File: src/hw/ipr_regs.svh
// Offsets, field layout, reset values and source map of the priority bank
`ifndef IPR_REGS_SVH
`define IPR_REGS_SVH

// ----------------------------------------------------------------------------
// Widths and counts
// ----------------------------------------------------------------------------
`define IPR_ADDR_W 4
`define IPR_DATA_W 16
`define IPR_NREG   6
`define IPR_IDX_W  3
`define IPR_NSRC   20
`define IPR_LVL_W  3

// ----------------------------------------------------------------------------
// Register offsets (word index on the register port)
// ----------------------------------------------------------------------------
`define IPR_OFF_PRIORITY_CTRL_5  4'h0
`define IPR_OFF_PRIORITY_CTRL_6  4'h1
`define IPR_OFF_PRIORITY_CTRL_7  4'h2
`define IPR_OFF_PRIORITY_CTRL_8  4'h3
`define IPR_OFF_PRIORITY_CTRL_9  4'h4
`define IPR_OFF_PRIORITY_CTRL_10 4'h5

// ----------------------------------------------------------------------------
// Implemented-bit masks and reset values (every field resets to level 4)
// ----------------------------------------------------------------------------
`define IPR_MASK_FULL 16'h7777
`define IPR_MASK_5    16'h0707
`define IPR_MASK_8    16'h0077
`define IPR_RST_FULL  16'h4444
`define IPR_RST_5     16'h0404
`define IPR_RST_8     16'h0044
`define IPR_LEVEL_RST 60'h924924924924924
`define IPR_LEVEL_OFF 3'h0
`define IPR_LEVEL_TOP 3'h7
`define IPR_LEVEL_LOW 3'h1

// ----------------------------------------------------------------------------
// Field positions inside their registers
// ----------------------------------------------------------------------------
`define IPR_F3_LSB 12
`define IPR_F2_LSB 8
`define IPR_F1_LSB 4
`define IPR_F0_LSB 0

// ----------------------------------------------------------------------------
// Source indices on the level and request vectors
// ----------------------------------------------------------------------------
`define IPR_SRC_CAPTURE7_LEVEL      0
`define IPR_SRC_EXT_IRQ1_LEVEL      1
`define IPR_SRC_TIMER4_LEVEL        2
`define IPR_SRC_COMPARE4_LEVEL      3
`define IPR_SRC_COMPARE3_LEVEL      4
`define IPR_SRC_DMA_CH2_LEVEL       5
`define IPR_SRC_UART2_TX_LEVEL      6
`define IPR_SRC_UART2_RX_LEVEL      7
`define IPR_SRC_EXT_IRQ2_LEVEL      8
`define IPR_SRC_TIMER5_LEVEL        9
`define IPR_SRC_SERIAL2_EVENT_LEVEL 10
`define IPR_SRC_SERIAL2_FAULT_LEVEL 11
`define IPR_SRC_CAPTURE5_LEVEL      12
`define IPR_SRC_CAPTURE4_LEVEL      13
`define IPR_SRC_CAPTURE3_LEVEL      14
`define IPR_SRC_DMA_CH3_LEVEL       15
`define IPR_SRC_COMPARE7_LEVEL      16
`define IPR_SRC_COMPARE6_LEVEL      17
`define IPR_SRC_COMPARE5_LEVEL      18
`define IPR_SRC_CAPTURE6_LEVEL      19

// Register index per source, source 19 first, 3 bits each
`define IPR_SRC_REG_TAB {3'h5, 3'h5, 3'h5, 3'h5, 3'h4, 3'h4, 3'h4, 3'h4, 3'h3, 3'h3, \
                         3'h2, 3'h2, 3'h2, 3'h2, 3'h1, 3'h1, 3'h1, 3'h1, 3'h0, 3'h0}
// Field low bit per source, source 19 first, 4 bits each
`define IPR_SRC_LSB_TAB {4'h0, 4'h4, 4'h8, 4'hC, 4'h0, 4'h4, 4'h8, 4'hC, 4'h0, 4'h4, \
                         4'h0, 4'h4, 4'h8, 4'hC, 4'h0, 4'h4, 4'h8, 4'hC, 4'h0, 4'h8}

`endif

File: src/hw/ipr_pkg.sv
// Types shared by the priority bank modules
package ipr_pkg;

    // ------------------------------------------------------------------------
    // Port and storage types
    // ------------------------------------------------------------------------
    typedef logic [3:0]       ipr_addr_t;    // Register port address
    typedef logic [15:0]      ipr_data_t;    // Register data word
    typedef logic [2:0]       ipr_idx_t;     // Decoded register index
    typedef logic [5:0][15:0] ipr_bank_t;    // The six priority words
    typedef logic [59:0]      ipr_lvl_vec_t; // Twenty 3-bit levels
    typedef logic [19:0]      ipr_req_t;     // One request bit per source

    // ------------------------------------------------------------------------
    // Complete state of the top module
    // ------------------------------------------------------------------------
    typedef struct packed {
        ipr_bank_t    regs_r;  // Stored priority words
        ipr_data_t    rdata_r; // Read data, valid the cycle after a read
        ipr_lvl_vec_t level_r; // Levels presented to the resolver
        ipr_req_t     req_r;   // Gated requests presented to the resolver
    } ipr_state_t;

endpackage

File: src/hw/ipr_if.sv
// Carrier between the bank top, its decoder and its level gate
`timescale 1ns/1ps
interface ipr_if;
    import ipr_pkg::*;

    ipr_addr_t    addr;       // Register address
    logic         wr;         // Write strobe
    logic         rd;         // Read strobe
    ipr_idx_t     idx;        // Decoded word index
    logic         hit;        // Address names a register
    logic         wr_en;      // Write to a mapped register
    logic         rd_en;      // Read of a mapped register
    ipr_bank_t    regs;       // Stored words
    ipr_req_t     periph_req; // Raw requests from the sources
    ipr_lvl_vec_t levels;     // Extracted levels
    ipr_req_t     gated;      // Requests of enabled sources

    // Decoder end
    modport dec_mp (
        input  addr,
        input  wr,
        input  rd,
        output idx,
        output hit,
        output wr_en,
        output rd_en
    );

    // Level gate end
    modport gate_mp (
        input  regs,
        input  periph_req,
        output levels,
        output gated
    );
endinterface

File: src/hw/ipr_decode.sv
// Address decoder of the priority bank
`timescale 1ns/1ps
`include "ipr_regs.svh"
module ipr_decode (
    ipr_if.dec_mp bus
);
    import ipr_pkg::*;

    // ------------------------------------------------------------------------
    // Map the address to a word index; anything else is a miss
    // ------------------------------------------------------------------------
    always_comb begin
        bus.hit = 1'b1;
        bus.idx = 3'h0;
        unique case (bus.addr)
            `IPR_OFF_PRIORITY_CTRL_5:  bus.idx = 3'h0;
            `IPR_OFF_PRIORITY_CTRL_6:  bus.idx = 3'h1;
            `IPR_OFF_PRIORITY_CTRL_7:  bus.idx = 3'h2;
            `IPR_OFF_PRIORITY_CTRL_8:  bus.idx = 3'h3;
            `IPR_OFF_PRIORITY_CTRL_9:  bus.idx = 3'h4;
            `IPR_OFF_PRIORITY_CTRL_10: bus.idx = 3'h5;
            default:                   bus.hit = 1'b0;
        endcase
        // Unmapped writes change nothing, unmapped reads return zero
        bus.wr_en = bus.wr & bus.hit;
        bus.rd_en = bus.rd & bus.hit;
    end
endmodule

File: src/hw/ipr_gate.sv
// Per-source level extraction and request gating
`timescale 1ns/1ps
`include "ipr_regs.svh"
module ipr_gate (
    ipr_if.gate_mp bus
);
    import ipr_pkg::*;

    localparam logic [59:0] REG_TAB = `IPR_SRC_REG_TAB; // Word of each source
    localparam logic [79:0] LSB_TAB = `IPR_SRC_LSB_TAB; // Field low bit of each source

    // ------------------------------------------------------------------------
    // One slice per source: pick its field, block it when the level is zero
    // ------------------------------------------------------------------------
    for (genvar i = 0; i < `IPR_NSRC; i++) begin : g_src
        localparam logic [2:0] RI = REG_TAB[3*i +: 3];
        localparam logic [3:0] LB = LSB_TAB[4*i +: 4];
        assign bus.levels[3*i +: 3] = bus.regs[RI][LB +: 3];
        assign bus.gated[i] = bus.periph_req[i] & (bus.regs[RI][LB +: 3] != `IPR_LEVEL_OFF);
    end
endmodule

File: src/hw/ipr_bank.sv
// Interrupt priority register bank, words 5 to 10, with level outputs
//
// Notes on behaviour
// Code seven means level seven, the highest
// Code one is lowest level; others map numerically
// Code zero disables; its request never passes
// Unimplemented bits always read as zero
// Every field resets to level four
// Fields read back exactly what was written
// Word 5: capture7 at 10-8, irq1 at 2-0
// Word 6: timer4, compare4, compare3, dma2
// Word 7: uart2 tx, uart2 rx, irq2, timer5
// Word 8: serial2 event 6-4, fault 2-0
// Word 9: capture5, capture4, capture3, dma3
// Word 10: compare7, compare6, compare5, capture6
// Unused bits ignore writes; levels always presented
`timescale 1ns/1ps
`include "ipr_regs.svh"
module ipr_bank (
    input  wire logic                 clk_sys,
    input  wire logic                 rst,
    input  wire ipr_pkg::ipr_addr_t   reg_addr,
    input  wire ipr_pkg::ipr_data_t   reg_wdata,
    input  wire logic                 reg_wr,
    input  wire logic                 reg_rd,
    output      ipr_pkg::ipr_data_t   reg_rdata,
    input  wire ipr_pkg::ipr_req_t    periph_req,
    output      ipr_pkg::ipr_lvl_vec_t src_level,
    output      ipr_pkg::ipr_req_t    core_req
);
    import ipr_pkg::*;

    // ------------------------------------------------------------------------
    // State and reset image
    // ------------------------------------------------------------------------
    localparam ipr_state_t ST_RST = '{
        regs_r:  {`IPR_RST_FULL, `IPR_RST_FULL, `IPR_RST_8,
                  `IPR_RST_FULL, `IPR_RST_FULL, `IPR_RST_5},
        rdata_r: 16'h0000,
        level_r: `IPR_LEVEL_RST,
        req_r:   20'h00000
    };

    ipr_state_t s_r;   // Registered state
    ipr_state_t s_nxt; // Next state
    ipr_if      bus(); // Carrier to decoder and gate

    // ------------------------------------------------------------------------
    // Submodules
    // ------------------------------------------------------------------------
    assign bus.addr       = reg_addr;
    assign bus.wr         = reg_wr;
    assign bus.rd         = reg_rd;
    assign bus.regs       = s_r.regs_r;
    assign bus.periph_req = periph_req;

    // Address decoder
    ipr_decode u_decode (
        .bus (bus)
    );

    // Level extraction and request gating
    ipr_gate u_gate (
        .bus (bus)
    );

    // ------------------------------------------------------------------------
    // Implemented-bit mask of a word
    // ------------------------------------------------------------------------
    function automatic ipr_data_t impl_mask(input ipr_idx_t idx);
        ipr_data_t m;
        m = `IPR_MASK_FULL;
        if (idx == 3'h0) begin
            m = `IPR_MASK_5;
        end else if (idx == 3'h3) begin
            m = `IPR_MASK_8;
        end
        return m;
    endfunction

    // ------------------------------------------------------------------------
    // Next state
    // ------------------------------------------------------------------------
    always_comb begin
        s_nxt = s_r;
        // Read data stand only in the cycle after the read
        s_nxt.rdata_r = 16'h0000;
        if (bus.rd_en) begin
            s_nxt.rdata_r = s_r.regs_r[bus.idx];
        end
        // Store only implemented bits so the rest stays zero
        if (bus.wr_en) begin
            s_nxt.regs_r[bus.idx] = reg_wdata & impl_mask(bus.idx);
        end
        // Levels and gated requests follow the stored words every cycle
        s_nxt.level_r = bus.levels;
        s_nxt.req_r   = bus.gated;
    end

    // ------------------------------------------------------------------------
    // State register
    // ------------------------------------------------------------------------
    always_ff @(posedge clk_sys) begin
        if (rst) begin
            s_r <= ST_RST;
        end else begin
            s_r <= s_nxt;
        end
    end

    // ------------------------------------------------------------------------
    // Outputs, straight from the state register
    // ------------------------------------------------------------------------
    assign reg_rdata = s_r.rdata_r;
    assign src_level = s_r.level_r;
    assign core_req  = s_r.req_r;

    // ------------------------------------------------------------------------
    // Helpers read only by the checks below
    // ------------------------------------------------------------------------
    ipr_req_t lvl_nonzero; // Level of each source is not zero
    for (genvar i = 0; i < `IPR_NSRC; i++) begin : g_chk
        assign lvl_nonzero[i] = (s_r.level_r[3*i +: 3] != `IPR_LEVEL_OFF);
    end

    // ------------------------------------------------------------------------
    // Checks
    // ------------------------------------------------------------------------
    // All-ones code in capture7 field reaches the resolver as seven
    a_top_level_seven: assert property (@(posedge clk_sys) disable iff (rst)
        (reg_wr && reg_addr == `IPR_OFF_PRIORITY_CTRL_5 && reg_wdata[10:8] == `IPR_LEVEL_TOP)
        ##1 !(reg_wr && reg_addr == `IPR_OFF_PRIORITY_CTRL_5)
        |=> src_level[3*`IPR_SRC_CAPTURE7_LEVEL +: 3] == `IPR_LEVEL_TOP)
        else $error("capture7 level not seven after write");

    // Code one in ext_irq1 field reaches the resolver as one
    a_low_level_one: assert property (@(posedge clk_sys) disable iff (rst)
        (reg_wr && reg_addr == `IPR_OFF_PRIORITY_CTRL_5 && reg_wdata[2:0] == `IPR_LEVEL_LOW)
        ##1 !(reg_wr && reg_addr == `IPR_OFF_PRIORITY_CTRL_5)
        |=> src_level[3*`IPR_SRC_EXT_IRQ1_LEVEL +: 3] == `IPR_LEVEL_LOW)
        else $error("ext_irq1 level not one after write");

    // No request leaves for a source whose level is zero
    a_zero_blocks_req: assert property (@(posedge clk_sys) disable iff (rst)
        (core_req & ~lvl_nonzero) == 20'h00000)
        else $error("request passed for disabled source");

    // Enabled timer4 source with a request passes it on the next cycle
    a_req_passes: assert property (@(posedge clk_sys) disable iff (rst)
        (periph_req[`IPR_SRC_TIMER4_LEVEL] && s_r.regs_r[1][14:12] != `IPR_LEVEL_OFF)
        |=> core_req[`IPR_SRC_TIMER4_LEVEL])
        else $error("enabled timer4 request lost");

    // Word 8 reads zero in its upper nine bits
    a_unimpl_read_zero: assert property (@(posedge clk_sys) disable iff (rst)
        (reg_rd && reg_addr == `IPR_OFF_PRIORITY_CTRL_8) |=> reg_rdata[15:7] == 9'h000)
        else $error("unimplemented bits of word 8 read nonzero");

    // After reset words 5, 6 and 8 and every source level hold level four
    a_reset_level_four: assert property (@(posedge clk_sys) disable iff (rst)
        $past(rst) |-> (s_r.regs_r[0] == `IPR_RST_5 && s_r.regs_r[3] == `IPR_RST_8
                        && s_r.regs_r[1] == `IPR_RST_FULL && src_level == `IPR_LEVEL_RST))
        else $error("bank not at level four after reset");

    // Write then read of word 6 returns the written fields
    a_write_read_back: assert property (@(posedge clk_sys) disable iff (rst)
        (reg_wr && reg_addr == `IPR_OFF_PRIORITY_CTRL_6)
        ##1 (reg_rd && reg_addr == `IPR_OFF_PRIORITY_CTRL_6)
        |=> reg_rdata == ($past(reg_wdata, 2) & `IPR_MASK_FULL))
        else $error("word 6 read back differs from write");

    // Read data stand one cycle only
    a_rdata_one_cycle: assert property (@(posedge clk_sys) disable iff (rst)
        !reg_rd |=> reg_rdata == 16'h0000)
        else $error("read data outside read answer cycle");

    // Word 5 keeps only its two fields
    a_word5_layout: assert property (@(posedge clk_sys) disable iff (rst)
        (reg_wr && reg_addr == `IPR_OFF_PRIORITY_CTRL_5 && reg_wdata == 16'hFFFF)
        |=> s_r.regs_r[0] == `IPR_MASK_5 ##1 src_level[3*`IPR_SRC_CAPTURE7_LEVEL +: 3] ==
            $past(s_r.regs_r[0][10:8]))
        else $error("word 5 layout wrong");

    // Timer4 level comes from word 6 bits 14-12
    a_word6_timer4: assert property (@(posedge clk_sys) disable iff (rst)
        1'b1 |=> src_level[3*`IPR_SRC_TIMER4_LEVEL +: 3] == $past(s_r.regs_r[1][14:12]))
        else $error("timer4 level not from word 6");

    // Uart2 tx level comes from word 7 bits 14-12
    a_word7_uart2tx: assert property (@(posedge clk_sys) disable iff (rst)
        1'b1 |=> src_level[3*`IPR_SRC_UART2_TX_LEVEL +: 3] == $past(s_r.regs_r[2][14:12]))
        else $error("uart2 tx level not from word 7");

    // Serial2 event level comes from word 8 bits 6-4
    a_word8_event: assert property (@(posedge clk_sys) disable iff (rst)
        1'b1 |=> src_level[3*`IPR_SRC_SERIAL2_EVENT_LEVEL +: 3] == $past(s_r.regs_r[3][6:4]))
        else $error("serial2 event level not from word 8");

    // Dma channel 3 level comes from word 9 bits 2-0
    a_word9_dma3: assert property (@(posedge clk_sys) disable iff (rst)
        1'b1 |=> src_level[3*`IPR_SRC_DMA_CH3_LEVEL +: 3] == $past(s_r.regs_r[4][2:0]))
        else $error("dma3 level not from word 9");

    // Compare7 level comes from word 10 bits 14-12
    a_word10_compare7: assert property (@(posedge clk_sys) disable iff (rst)
        1'b1 |=> src_level[3*`IPR_SRC_COMPARE7_LEVEL +: 3] == $past(s_r.regs_r[5][14:12]))
        else $error("compare7 level not from word 10");

    // Unmapped writes leave the bank untouched
    a_unmapped_write: assert property (@(posedge clk_sys) disable iff (rst)
        (reg_wr && reg_addr > `IPR_OFF_PRIORITY_CTRL_10) |=> $stable(s_r.regs_r))
        else $error("unmapped write changed the bank");

endmodule

File: config.mk
export PLATFORM = sky130hd
export DESIGN_NAME = ipr_bank
export DESIGN_NICKNAME = d
export VERILOG_FILES = /design/src/hw/ipr_pkg.sv /design/src/hw/ipr_if.sv /design/src/hw/ipr_decode.sv /design/src/hw/ipr_gate.sv /design/src/hw/ipr_bank.sv
export VERILOG_INCLUDE_DIRS = /design/src /design/src/hw
export SDC_FILE = /design/constraint.sdc
export NUM_CORES = 1
export LEC_CHECK = 0
export BUFFER_PORTS_ARGS = -buffer_cell sky130_fd_sc_hd__clkbuf_2
export CELL_PAD_IN_SITES_DETAIL_PLACEMENT = 0
export CELL_PAD_IN_SITES_GLOBAL_PLACEMENT = 1
export CORE_MARGIN = 10
export CORE_UTILIZATION = 44
export DETAILED_ROUTE_END_ITERATION = 6
export PLACE_DENSITY_LB_ADDON = 0.1
export SYNTH_ARGS = -nofsm -noshare
export SYNTH_HDL_FRONTEND = slang
export SYNTH_SLANG_ARGS = --single-unit
File: constraint.sdc
create_clock -name clk_sys -period 1.6 [get_ports clk_sys]
set_input_delay 0 -clock clk_sys [delete_from_list [all_inputs] [get_ports clk_sys]]
set_output_delay 0 -clock clk_sys [all_outputs]
set_load 0.03 [all_outputs]
[Word level (Yosys, flattened, before mapping)]
Cells that the tools add are included.
Cells by class
  magnitude comparators: 2
  eq/ne operators: 6
  mux-type cells: 10
  bitwise operators: 24
  reduce and logical (&&, ||, !) cells: 25
Operators with widths (number)
  $bwmux W96: 1
  $reduce_bool A3 Y1: 20
  $bmux W16 S3: 1
  $demux W16 S3: 1
  $mux W16: 3
  $mux W15: 2
  $and A1 B1 Y1: 22
  $and A16 B16 Y16: 1
  $pmux W3 S5: 1
  $eq A4 B2 Y1 const B: 2
  $eq A4 B3 Y1 const B: 2
  $reduce_or A6 Y1: 1
  $eq A4 B1 Y1 const B: 1
  $logic_not A4 Y1: 1
  $lt A3 B4 Y1 const B: 1
  $eq A3 B2 Y1 const B: 1
  $ge A3 B1 Y1 const B: 1
  $logic_not A3 Y1: 1
  $reduce_or A2 Y1: 1
  $logic_and A1 B1 Y1: 1
  $mux W1: 1
  $not A1 Y1: 1
Storage, ports and cells
  flip-flop bits (word level): 192
  input port bits: 44
  output and inout port bits: 96
  word-level logic and storage cells: 76

[Longest topological paths before layout]
Gate-level depths: netlist of run 1.
  depth in word-level cells: 8
  mapped depth: 6
  depth with buffers taken out: 3

[Modules after synthesis]
From an unflattened synthesis of run 1, not the netlist that was laid out.
Unflattened totals
  cell total of the unflattened synthesis: 586
  area, all modules: 6147.1 um2
Modules (own cells, without submodules)
  ipr_bank: instances 1, cells each 500, area each 5479.0 um2, seq. area each 3283.1 um2
  ipr_gate: instances 1, cells each 80, area each 625.6 um2, seq. area each 0.0 um2
  ipr_decode: instances 1, cells each 6, area each 42.5 um2, seq. area each 0.0 um2

[Worst setup path after synthesis of run 1]
OpenSTA, ideal clock, no wires.
  path type: input to register
  start point: in reg_addr[1]
  end point: reg s_r (netlist bit reg_rdata[4])
  setup time: 0.117 ns
  arrival: 0.957 ns
  required time: 1.483 ns
  slack: 0.525 ns
  stages: 4
  path buffers: 2
  cells stage by stage: buf_4 buf_2 mux2_2 a32o_1
On the way
  word-level cells in the longest chain between the ends: 6
  elaborated cells between the ends (all ways): 14
  classes of those cells: eq/ne: 5; mux: 4; bitwise: 2; reduce/logical: 3
Ends and longest elaborated chain
  start: declaration: line ipr_bank.sv:22  | input wire ipr_pkg::ipr_addr_t reg_addr,
  branches (longest 6 deep; another with $bmux W16 S3)
  end signal: assignment: line ipr_bank.sv:107  | s_r <= s_nxt;
  end: declaration: line ipr_bank.sv:44  | ipr_state_t s_r;
Parallel ways; which one is timed is not known. The select of a mux whose other input is x is not followed.
A chain may end at the register's enable or synchronous reset.

[Worst setup path in the final report of run 1]
  start point: reg s_r (netlist bit bus.regs[81])
  end point: reg s_r (netlist bit reg_rdata[1])
On the way
  word-level cells in the longest chain between the ends: 2
Ends and longest elaborated chain
  $bmux W16 S3: line ipr_bank.sv:89  | s_nxt.rdata_r = s_r.regs_r[bus.idx];
  $mux W16 (not written as such): line ipr_bank.sv:89
No other way between the ends. The select of a mux whose other input is x is not followed.

==> reports/qor.yml, run 1 <==
whs_ns: 0.05624
dp_slack_ns: 0.08520
final_common_cell: "dfxtp_1"
max_cap_viol_count: 0
end_kind: "flip-flop"
maxSlewViolCount: 0
antenna_cells: 0
netlist_instances: 574
max_slew.worst_pin.slew_ns: 0.5696
peakVddDrop_mv: 0.6513
path_cells: "mux2i_1, o22ai_1, a221o_1"
placed_area_um2: 6716
die-area_um2: 18450
yosysSeqAreaShare_pct: 55.63
period_share_pct: 72.71
final_area_um2: 7630
numPortBuffers: 131
vias_per_cell: 5.308
path_clk_slew_ns: 0.06
clk_latency_ns: 0.43
syn_avg_cell_area_um2: 10.28
slew_headroom_pct: 62.03
fillCellCount: 1195
tritoncts: "built"
fp-row-count: 42
critical_path_class: "flip-flop to flip-flop"
cts_sinks: 164
grt_max_degree: 60
first_iter_violations: 329
htree_levels: 4
core_um2: 13190
cts-root-buf: "clkbuf_16"
routabilityCongestion: 0.8234
synth_edf_count: 0
grt_pass1_wl_um: 26790
synthArstFlopShare_pct: 0
min_from: "reg_wr"
fmax_mhz: 859.6
grt_setup_unrepaired: "false"
final_cell_mix: "dfxtp_1, clkbuf_2, o21ai_0, nand3_1, nor2b_1"
die_y_um: 135.8
worst-path-max-fanout: 4
setup_violations: 0
layout_min_cycle_time_ns: 1.163
wirelength_um: 16610
crit_family: "compound AO/OA/AOI/OAI gates"
crit_start: "bus.regs[81]"
multi_input_comb_area_um2: 2333
drc_errors: 0
ys_types: 45
synth_area_um2: 5902
cpPeakStageDelay_ns: 0.38
ff_latch_area_um2: 3283
setup_ws_ns: 0.4366
num_io_pins: 140
ys.flop_type: "dfxtp_1"
antenna_found_initial: 0
route.vias.total: 4883
fin_skew_ns: 0.005022
hold_viol_final: 0
nNetsFinal: 776
r2r-start: "bus.regs[81]"
final_util_pct: 57.84
syn_to_final_growth_pct: 29.28
grt-ovfl-total: 0
arrival_ns: 1.47
status: "completed"
grt_use_total_pct: 18.36
start_util_pct: 44.74
p_leak_nw: 3.228
hold_path.class: "primary input to flip-flop"
path_buf_inv: 0
yosys_register_bits: 164
synth_warnings: 0
power.density_nw_per_um2: 1173
ant_nets: 0
firstDrtPassIters: 4
cts_buffers: 17
setup_tns_ns: 0
dpl.hpwl_um: 12020
drive_gt1_share_pct: 28.63
wl_per_cell_um: 18.06
crit_slowest_cell: "a221o_1"
required_ns: 1.91
die_w_um: 135.8
clockBufferDepth: 2
grt_pass1_vias: 4919
cp-start-kind: "flip-flop"
-- tightest hold or removal path: stages --
cell      delay [ns]
clkbuf_2        0.11
buf_4           0.19
nand4_1         0.08
a21oi_1         0.05
-- state kept, by name, summed over array words and instances, names as in the netlist --
register,flops
bus.regs,72
reg_rdata,12
core_req,20
src_level,60
-- report_power, final --
part	internal [mW]	leakage, nW	total, mW	switching [mW]
combinational	0.248	1.61	0.667	0.419
clock	2.52	0.286	4.09	1.57
sequential	4.15	1.33	4.19	0.0381
-- worst paths after layout --
| kind | end | slack (ns) | cells past startpoint |
|---|---|---|---|
| hold reg to reg | bus.regs[5] | 0.46 | 1 |
| setup reg to reg | reg_rdata[1] | 0.44 | 3 |
| hold / removal | bus.regs[9] | 0.06 | 4 |
| setup / recovery | reg_rdata[1] | 0.44 | 3 |
-- synthesized netlist by cell type, drive strengths merged (12+ instances only) --
library cell,number,area (um^2)
a21oi,35,175.2
mux2i,30,300.3
nor2b,36,225.2
clkbuf,19,73.82
buf,30,188.9
and2,14,87.58
dfxtp,164,3283
o22ai,12,75.07
o311a,20,200.2
or2,20,125.1
nand3,53,265.3
nand2,14,52.55
o21ai,57,285.3
-- kinds of logic after synthesis --
| group | synth area share (%) |
|---|---|
| AOI/OAI and AO/OA | 15.75 |
| buffers and inverters | 5.024 |
| DFF | 55.63 |
| muxes | 5.470 |
| other | 0.06354 |
| and+or+nand+nor | 18.06 |
-- metal layers --
layer	vias up	track usage, %	wire [um]
met2	153	29.83	8022
li1	2364	-	-
met5	-	0	0
met3	25	5.055	1150
met1	2341	22.63	7143
met4	0	7.057	297
-- through the flow --
step	cells	power (mW)
2_1_floorplan	577	4.665
3_3_place_gp	857	4.874
3_5_place_dp	857	4.884
4_1_cts	920	9.006
5_1_grt	920	9.234
6_report	920	8.948
-- timing repair --
item | in CTS | in global routing
buffers inserted | 0 | 0
hold buffers | 32 | 0
gates resized for setup | 0 | 0
hold endpoints to repair | 75 | 0
-- layout make-up --
cell class | instances | share of cell area (%)
clock inverters | 9 | 1.689
well taps | 176 | 2.886
inverters | 9 | 0.4428
multi-input cells | 355 | 30.58
repair buffers | 185 | 15.28
flip-flops and latches | 164 | 43.03
clock buffers | 22 | 6.084
Power figures use the tool's default switching activity.
==> run 2, diff against run 1 <==
--- a/config.mk
+++ b/config.mk
@@ -10,7 +10,7 @@
 export CELL_PAD_IN_SITES_DETAIL_PLACEMENT = 0
 export CELL_PAD_IN_SITES_GLOBAL_PLACEMENT = 1
 export CORE_MARGIN = 10
-export CORE_UTILIZATION = 44
+export CORE_UTILIZATION = 37
 export DETAILED_ROUTE_END_ITERATION = 6
 export PLACE_DENSITY_LB_ADDON = 0.1
 export SYNTH_ARGS = -nofsm -noshare
==> constraint.sdc (replaced) <==
create_clock -name clk_sys -period 0.9 [get_ports clk_sys]
set_input_delay 0 -clock clk_sys [delete_from_list [all_inputs] [get_ports clk_sys]]
set_output_delay 0 -clock clk_sys [all_outputs]
set_load 0.03 [all_outputs]
==> reports/qor.yml, run 2 (synthesis results as in run 1) <==
grt_max_degree: 43
grt-ovfl-total: 0
vias_per_cell: 4.960
required_ns: 1.20
hold_path.class: "primary input to flip-flop"
p_leak_nw: 3.990
setup_violations: 14
r2r_slack_ns: -0.16
wirelength_um: 19030
power.density_nw_per_um2: 1660
worst-path-max-fanout: 2
status: "finished, violations left"
grt_use_total_pct: 17.84
antenna_cells: 0
max_cap_viol_count: 0
r2r-end: "reg_rdata[0]"
path_cells: "mux2i_2, o22ai_2, a221o_1"
firstDrtPassIters: 4
hold_viol_final: 0
max_slew.worst_pin.slew_ns: 0.5576
path_buf_inv: 0
violations: "negative setup slack"
grt_pass1_vias: 5528
critical_path_class: "flip-flop to flip-flop"
crit_start: "bus.regs[64]"
arrival_ns: 1.36
crit_slowest_cell: "dfxtp_2"
grt_pass1_wl_um: 30430
syn_to_final_growth_pct: 64.05
path_clk_slew_ns: 0.06
worstSetupPathDepth: 3
maxSlewViolCount: 0
clk_latency_ns: 0.43
numPortBuffers: 131
layout_min_cycle_time_ns: 1.059
endpoint: "reg_rdata[0]"
r2r-start: "bus.regs[64]"
setup_tns_ns: -1.114
first_iter_violations: 338
period_share_pct: 117.7
drive_gt1_share_pct: 54.24
crit_family: "compound AO/OA/AOI/OAI gates"
drc_errors: 0
placed_area_um2: 7492
clockBufferDepth: 2
nNetsFinal: 858
routabilityCongestion: 0.8412
dpl.hpwl_um: 13430
tritoncts: "built"
antenna_found_initial: 0
rr_worst_depth: 3
grt_setup_unrepaired: "true"
final_common_cell: "dfxtp_2"
wl_per_cell_um: 18.26
route.vias.total: 5168
cts_buffers: 17
slew_headroom_pct: 62.69
whs_ns: 0.1088
cpPeakStageDelay_ns: 0.33
cp-start-kind: "flip-flop"
largest_register_ffs: 72
die-area_um2: 21400
core_um2: 15770
final_area_um2: 9682
die_w_um: 146.3
cts_sinks: 164
cts-root-buf: "clkbuf_16"
fin_skew_ns: 0.009068
htree_levels: 4
ant_nets: 0
num_io_pins: 140
final_cell_mix: "dfxtp_2, buf_8, buf_4, nand3_1, clkbuf_2"
die_y_um: 146.3
end_kind: "flip-flop"
setup_ws_ns: -0.1595
peakVddDrop_mv: 1.361
dp_slack_ns: -0.4504
fp-row-count: 46
start_util_pct: 37.42
fmax_mhz: 943.9
==> run 2: cell count changes in the layout (fill, tap and decap cells not counted), sizes merged <==
cell	delta
clkbuf	-93
buf	+172
dlygate4sd3	+2
clkinv	+2
bufinv	-1
==> run 2: area by class of cell <==
class                           instances  area, um^2
Multi-Input combinational cell        355        2465
Tap cell                              216       270.3
Timing Repair Buffer                  267        2902
Inverter                                9       33.78
Clock inverter                         10       108.9
Sequential cell                       164        3452
Clock buffer                           21       450.4
Fill cell                            1346        6088
==> run 2: repair_timing <==
item | in CTS | in global routing
cloned | 0 | 0
buffers inserted | 0 | 3
endpoints found under the setup margin | 112 | 121
resized for setup | 297 | 160
hold buffers | 34 | 0
hold endpoints to repair | 75 | 0
pin swaps | 15 | 15
==> run 2: worst min path at each step <==
| stage | to | slack [ns] | startpoint | cells after the start |
|---|---|---|---|---|
| 6_report | bus.regs[50] | 0.11 | reg_addr[1] | 4 |
| 5_1_grt | bus.regs[50] | 0.12 | reg_addr[1] | 4 |
| 4_1_cts | bus.regs[50] | 0.09 | reg_addr[1] | 4 |
| 3_5_place_dp | core_req[4] | 0.22 | periph_req[4] | 2 |
| 3_3_place_gp | core_req[2] | 0.22 | periph_req[2] | 2 |
| 2_1_floorplan | core_req[0] | 0.13 | periph_req[0] | 1 |
==> run 2: metrics by stage <==
stage	power, mW	std cells	util [%]
floorplan	8.343	577	-
global placement	8.902	975	47.51
detailed placement	8.916	975	47.51
CTS	16.11	1040	59.53
global route	16.66	1042	61.39
finish	16.07	1042	61.39
==> run 2: power by group <==
part	internal [mW]	total (mW)	leakage [nW]	switching [mW]
Combinational	0.787	1.63	2.36	0.844
Clock	4.12	6.95	0.272	2.84
Sequential	7.40	7.49	1.36	0.0877
Total	12.3	16.1	3.99	3.77
==> run 2: per-layer routing <==
metal | wire (um) | track usage, % | vias to the layer above
met2 | 9681 | 30.71 | 140
met4 | 258 | 4.955 | 0
li1 | - | - | 2539
met1 | 7968 | 21.05 | 2467
met3 | 1119 | 5.346 | 22
met5 | 0 | 0 | -
==> run 2: worst min-delay path, delay by kind of cell <==
kind / cells / cell delay, ns
simple gates: 1 / 0.07
buf+inv: 2 / 0.31
compound gates: 1 / 0.11
==> run 3, diff against run 2 <==
--- a/config.mk
+++ b/config.mk
@@ -13,6 +13,7 @@
 export CORE_UTILIZATION = 37
 export DETAILED_ROUTE_END_ITERATION = 6
 export PLACE_DENSITY_LB_ADDON = 0.1
+export SKIP_LAST_GASP = 1
 export SYNTH_ARGS = -nofsm -noshare
 export SYNTH_HDL_FRONTEND = slang
 export SYNTH_SLANG_ARGS = --single-unit
==> reports/qor.yml, run 3 (synthesis results as in run 1) <==
die_w_um: 146.3
status: "finished, violations left"
wirelength_um: 19060
grt_use_total_pct: 17.84
power.density_nw_per_um2: 1664
routabilityCongestion: 0.8412
clockBufferDepth: 2
violations: "negative setup slack"
peakVddDrop_mv: 1.355
vias_per_cell: 4.968
end_kind: "flip-flop"
min_from: "reg_addr[1]"
setup_tns_ns: -1.195
antenna_found_initial: 0
p_total_mw: 16.08
critical_path_class: "flip-flop to flip-flop"
max_cap_viol_count: 0
ff_latch_area_um2: 3448
required_ns: 1.20
grt_setup_unrepaired: "true"
layout_min_cycle_time_ns: 1.061
grt-ovfl-total: 0
crit_start: "bus.regs[64]"
fin_skew_ns: 0.01235
r2r_slack_ns: -0.16
core_um2: 15770
arrival_ns: 1.36
tritoncts: "built"
route.vias.total: 5177
p_comb_share_pct: 10.2
grt_max_degree: 43
syn_to_final_growth_pct: 63.73
drive_gt1_share_pct: 53.75
start_util_pct: 37.42
grt_pass1_vias: 5530
worst-path-max-fanout: 2
numPortBuffers: 131
ant_nets: 0
seq_power_share_pct: 46.6
r2r-end: "reg_rdata[0]"
fillCellCount: 1351
cts_buffers: 17
swShare_pct: 23.49
slew_headroom_pct: 62.27
max_slew.worst_pin.slew_ns: 0.5638
cts_sinks: 164
dpl.hpwl_um: 13430
grt_pass1_wl_um: 30430
hold_viol_final: 0
drc_errors: 0
final_common_cell: "dfxtp_2"
r2r-start: "bus.regs[64]"
die-area_um2: 21400
maxSlewViolCount: 0
setup_violations: 15
largest_register_ffs: 72
die_y_um: 146.3
num_io_pins: 140
antenna_cells: 0
period_share_pct: 117.9
setup_ws_ns: -0.1607
firstDrtPassIters: 4
multi_input_comb_area_um2: 2461
fmax_mhz: 942.8
nNetsFinal: 858
hold_depth: 4
first_iter_violations: 315
final_cell_mix: "dfxtp_2, buf_8, buf_4, nand3_1, clkbuf_2"
rr_worst_depth: 3
wl_per_cell_um: 18.29
clk_latency_ns: 0.43
p_int_mw: 12.30
p_leak_nw: 3.990
fp-row-count: 46
p_sw_mw: 3.778
pwr-share-clk_pct: 43.3
hold-path-endpoint: "bus.regs[50]"
htree_levels: 4
cp-start-kind: "flip-flop"
path_clk_slew_ns: 0.06
hold_path.class: "primary input to flip-flop"
cts-root-buf: "clkbuf_16"
==> run 3: how the worst max path moves through the flow <==
stage,slack (ns),cells after the start,endpoint
finish,-0.16,3,reg_rdata[0]
floorplan,-0.14,4,reg_rdata[0]
detailed placement,-0.45,5,reg_rdata[5]
CTS,-0.16,3,reg_rdata[0]
global route,-0.19,3,reg_rdata[12]
global placement,-0.41,5,reg_rdata[5]
==> run 3: routing by layer <==
metal / global-route usage (%) / wire length, um / vias to the layer above
met3: 5.346 / 923 / 22
li1: - / - / 2540
met5: 0 / 0 / -
met1: 21.05 / 8232 / 2497
met2: 30.71 / 9649 / 118
met4: 4.955 / 257 / 0
==> run 3: worst max-delay path, cell delays in order (launching register included) <==
cell,delay [ns]
dfxtp_2,0.33
mux2i_2,0.19
o22ai_2,0.11
a221o_1,0.30
==> run 3: layout make-up <==
type | instances | share of cell area (%)
flip-flops and latches | 164 | 35.69
repair buffers | 267 | 29.91
multi-input cells | 355 | 25.47
clock buffers | 21 | 4.661
well taps | 216 | 2.797
clock inverters | 10 | 1.127
inverters | 9 | 0.3496
==> run 3: per-stage QoR <==
stage / setup WS (ns) / cell area, um^2 / cells / util [%] / hold slack [ns]
final: -0.1607 / 9663 / 1042 / 61.27 / 0.1083
after global placement: -0.4134 / 7492 / 975 / 47.51 / 0.2227
after floorplan: -0.1378 / 6023 / 577 / - / 0.1312
after global routing: -0.1891 / 9663 / 1042 / 61.27 / 0.1225
after detailed placement: -0.4504 / 7492 / 975 / 47.51 / 0.2219
after CTS: -0.1580 / 9384 / 1040 / 59.50 / 0.09361
==> run 3: what timing repair did <==
| action | in CTS | in global routing |
|---|---|---|
| gates resized for setup | 294 | 156 |
| endpoints found under the setup margin | 112 | 121 |
| hold buffers | 34 | 0 |
| setup buffers | 0 | 3 |
| pin swaps | 15 | 14 |
| hold endpoints to repair | 75 | 0 |
==> run 3: power by group through the flow <==
stage | logic, mW | registers [mW] | clock network [mW]
after floorplan | 0.586 | 7.76 | 0
after global placement | 1.31 | 7.59 | 0
after detailed placement | 1.32 | 7.60 | 0
after CTS | 1.58 | 7.46 | 7.07
after global routing | 1.75 | 7.50 | 7.42
final | 1.63 | 7.49 | 6.96
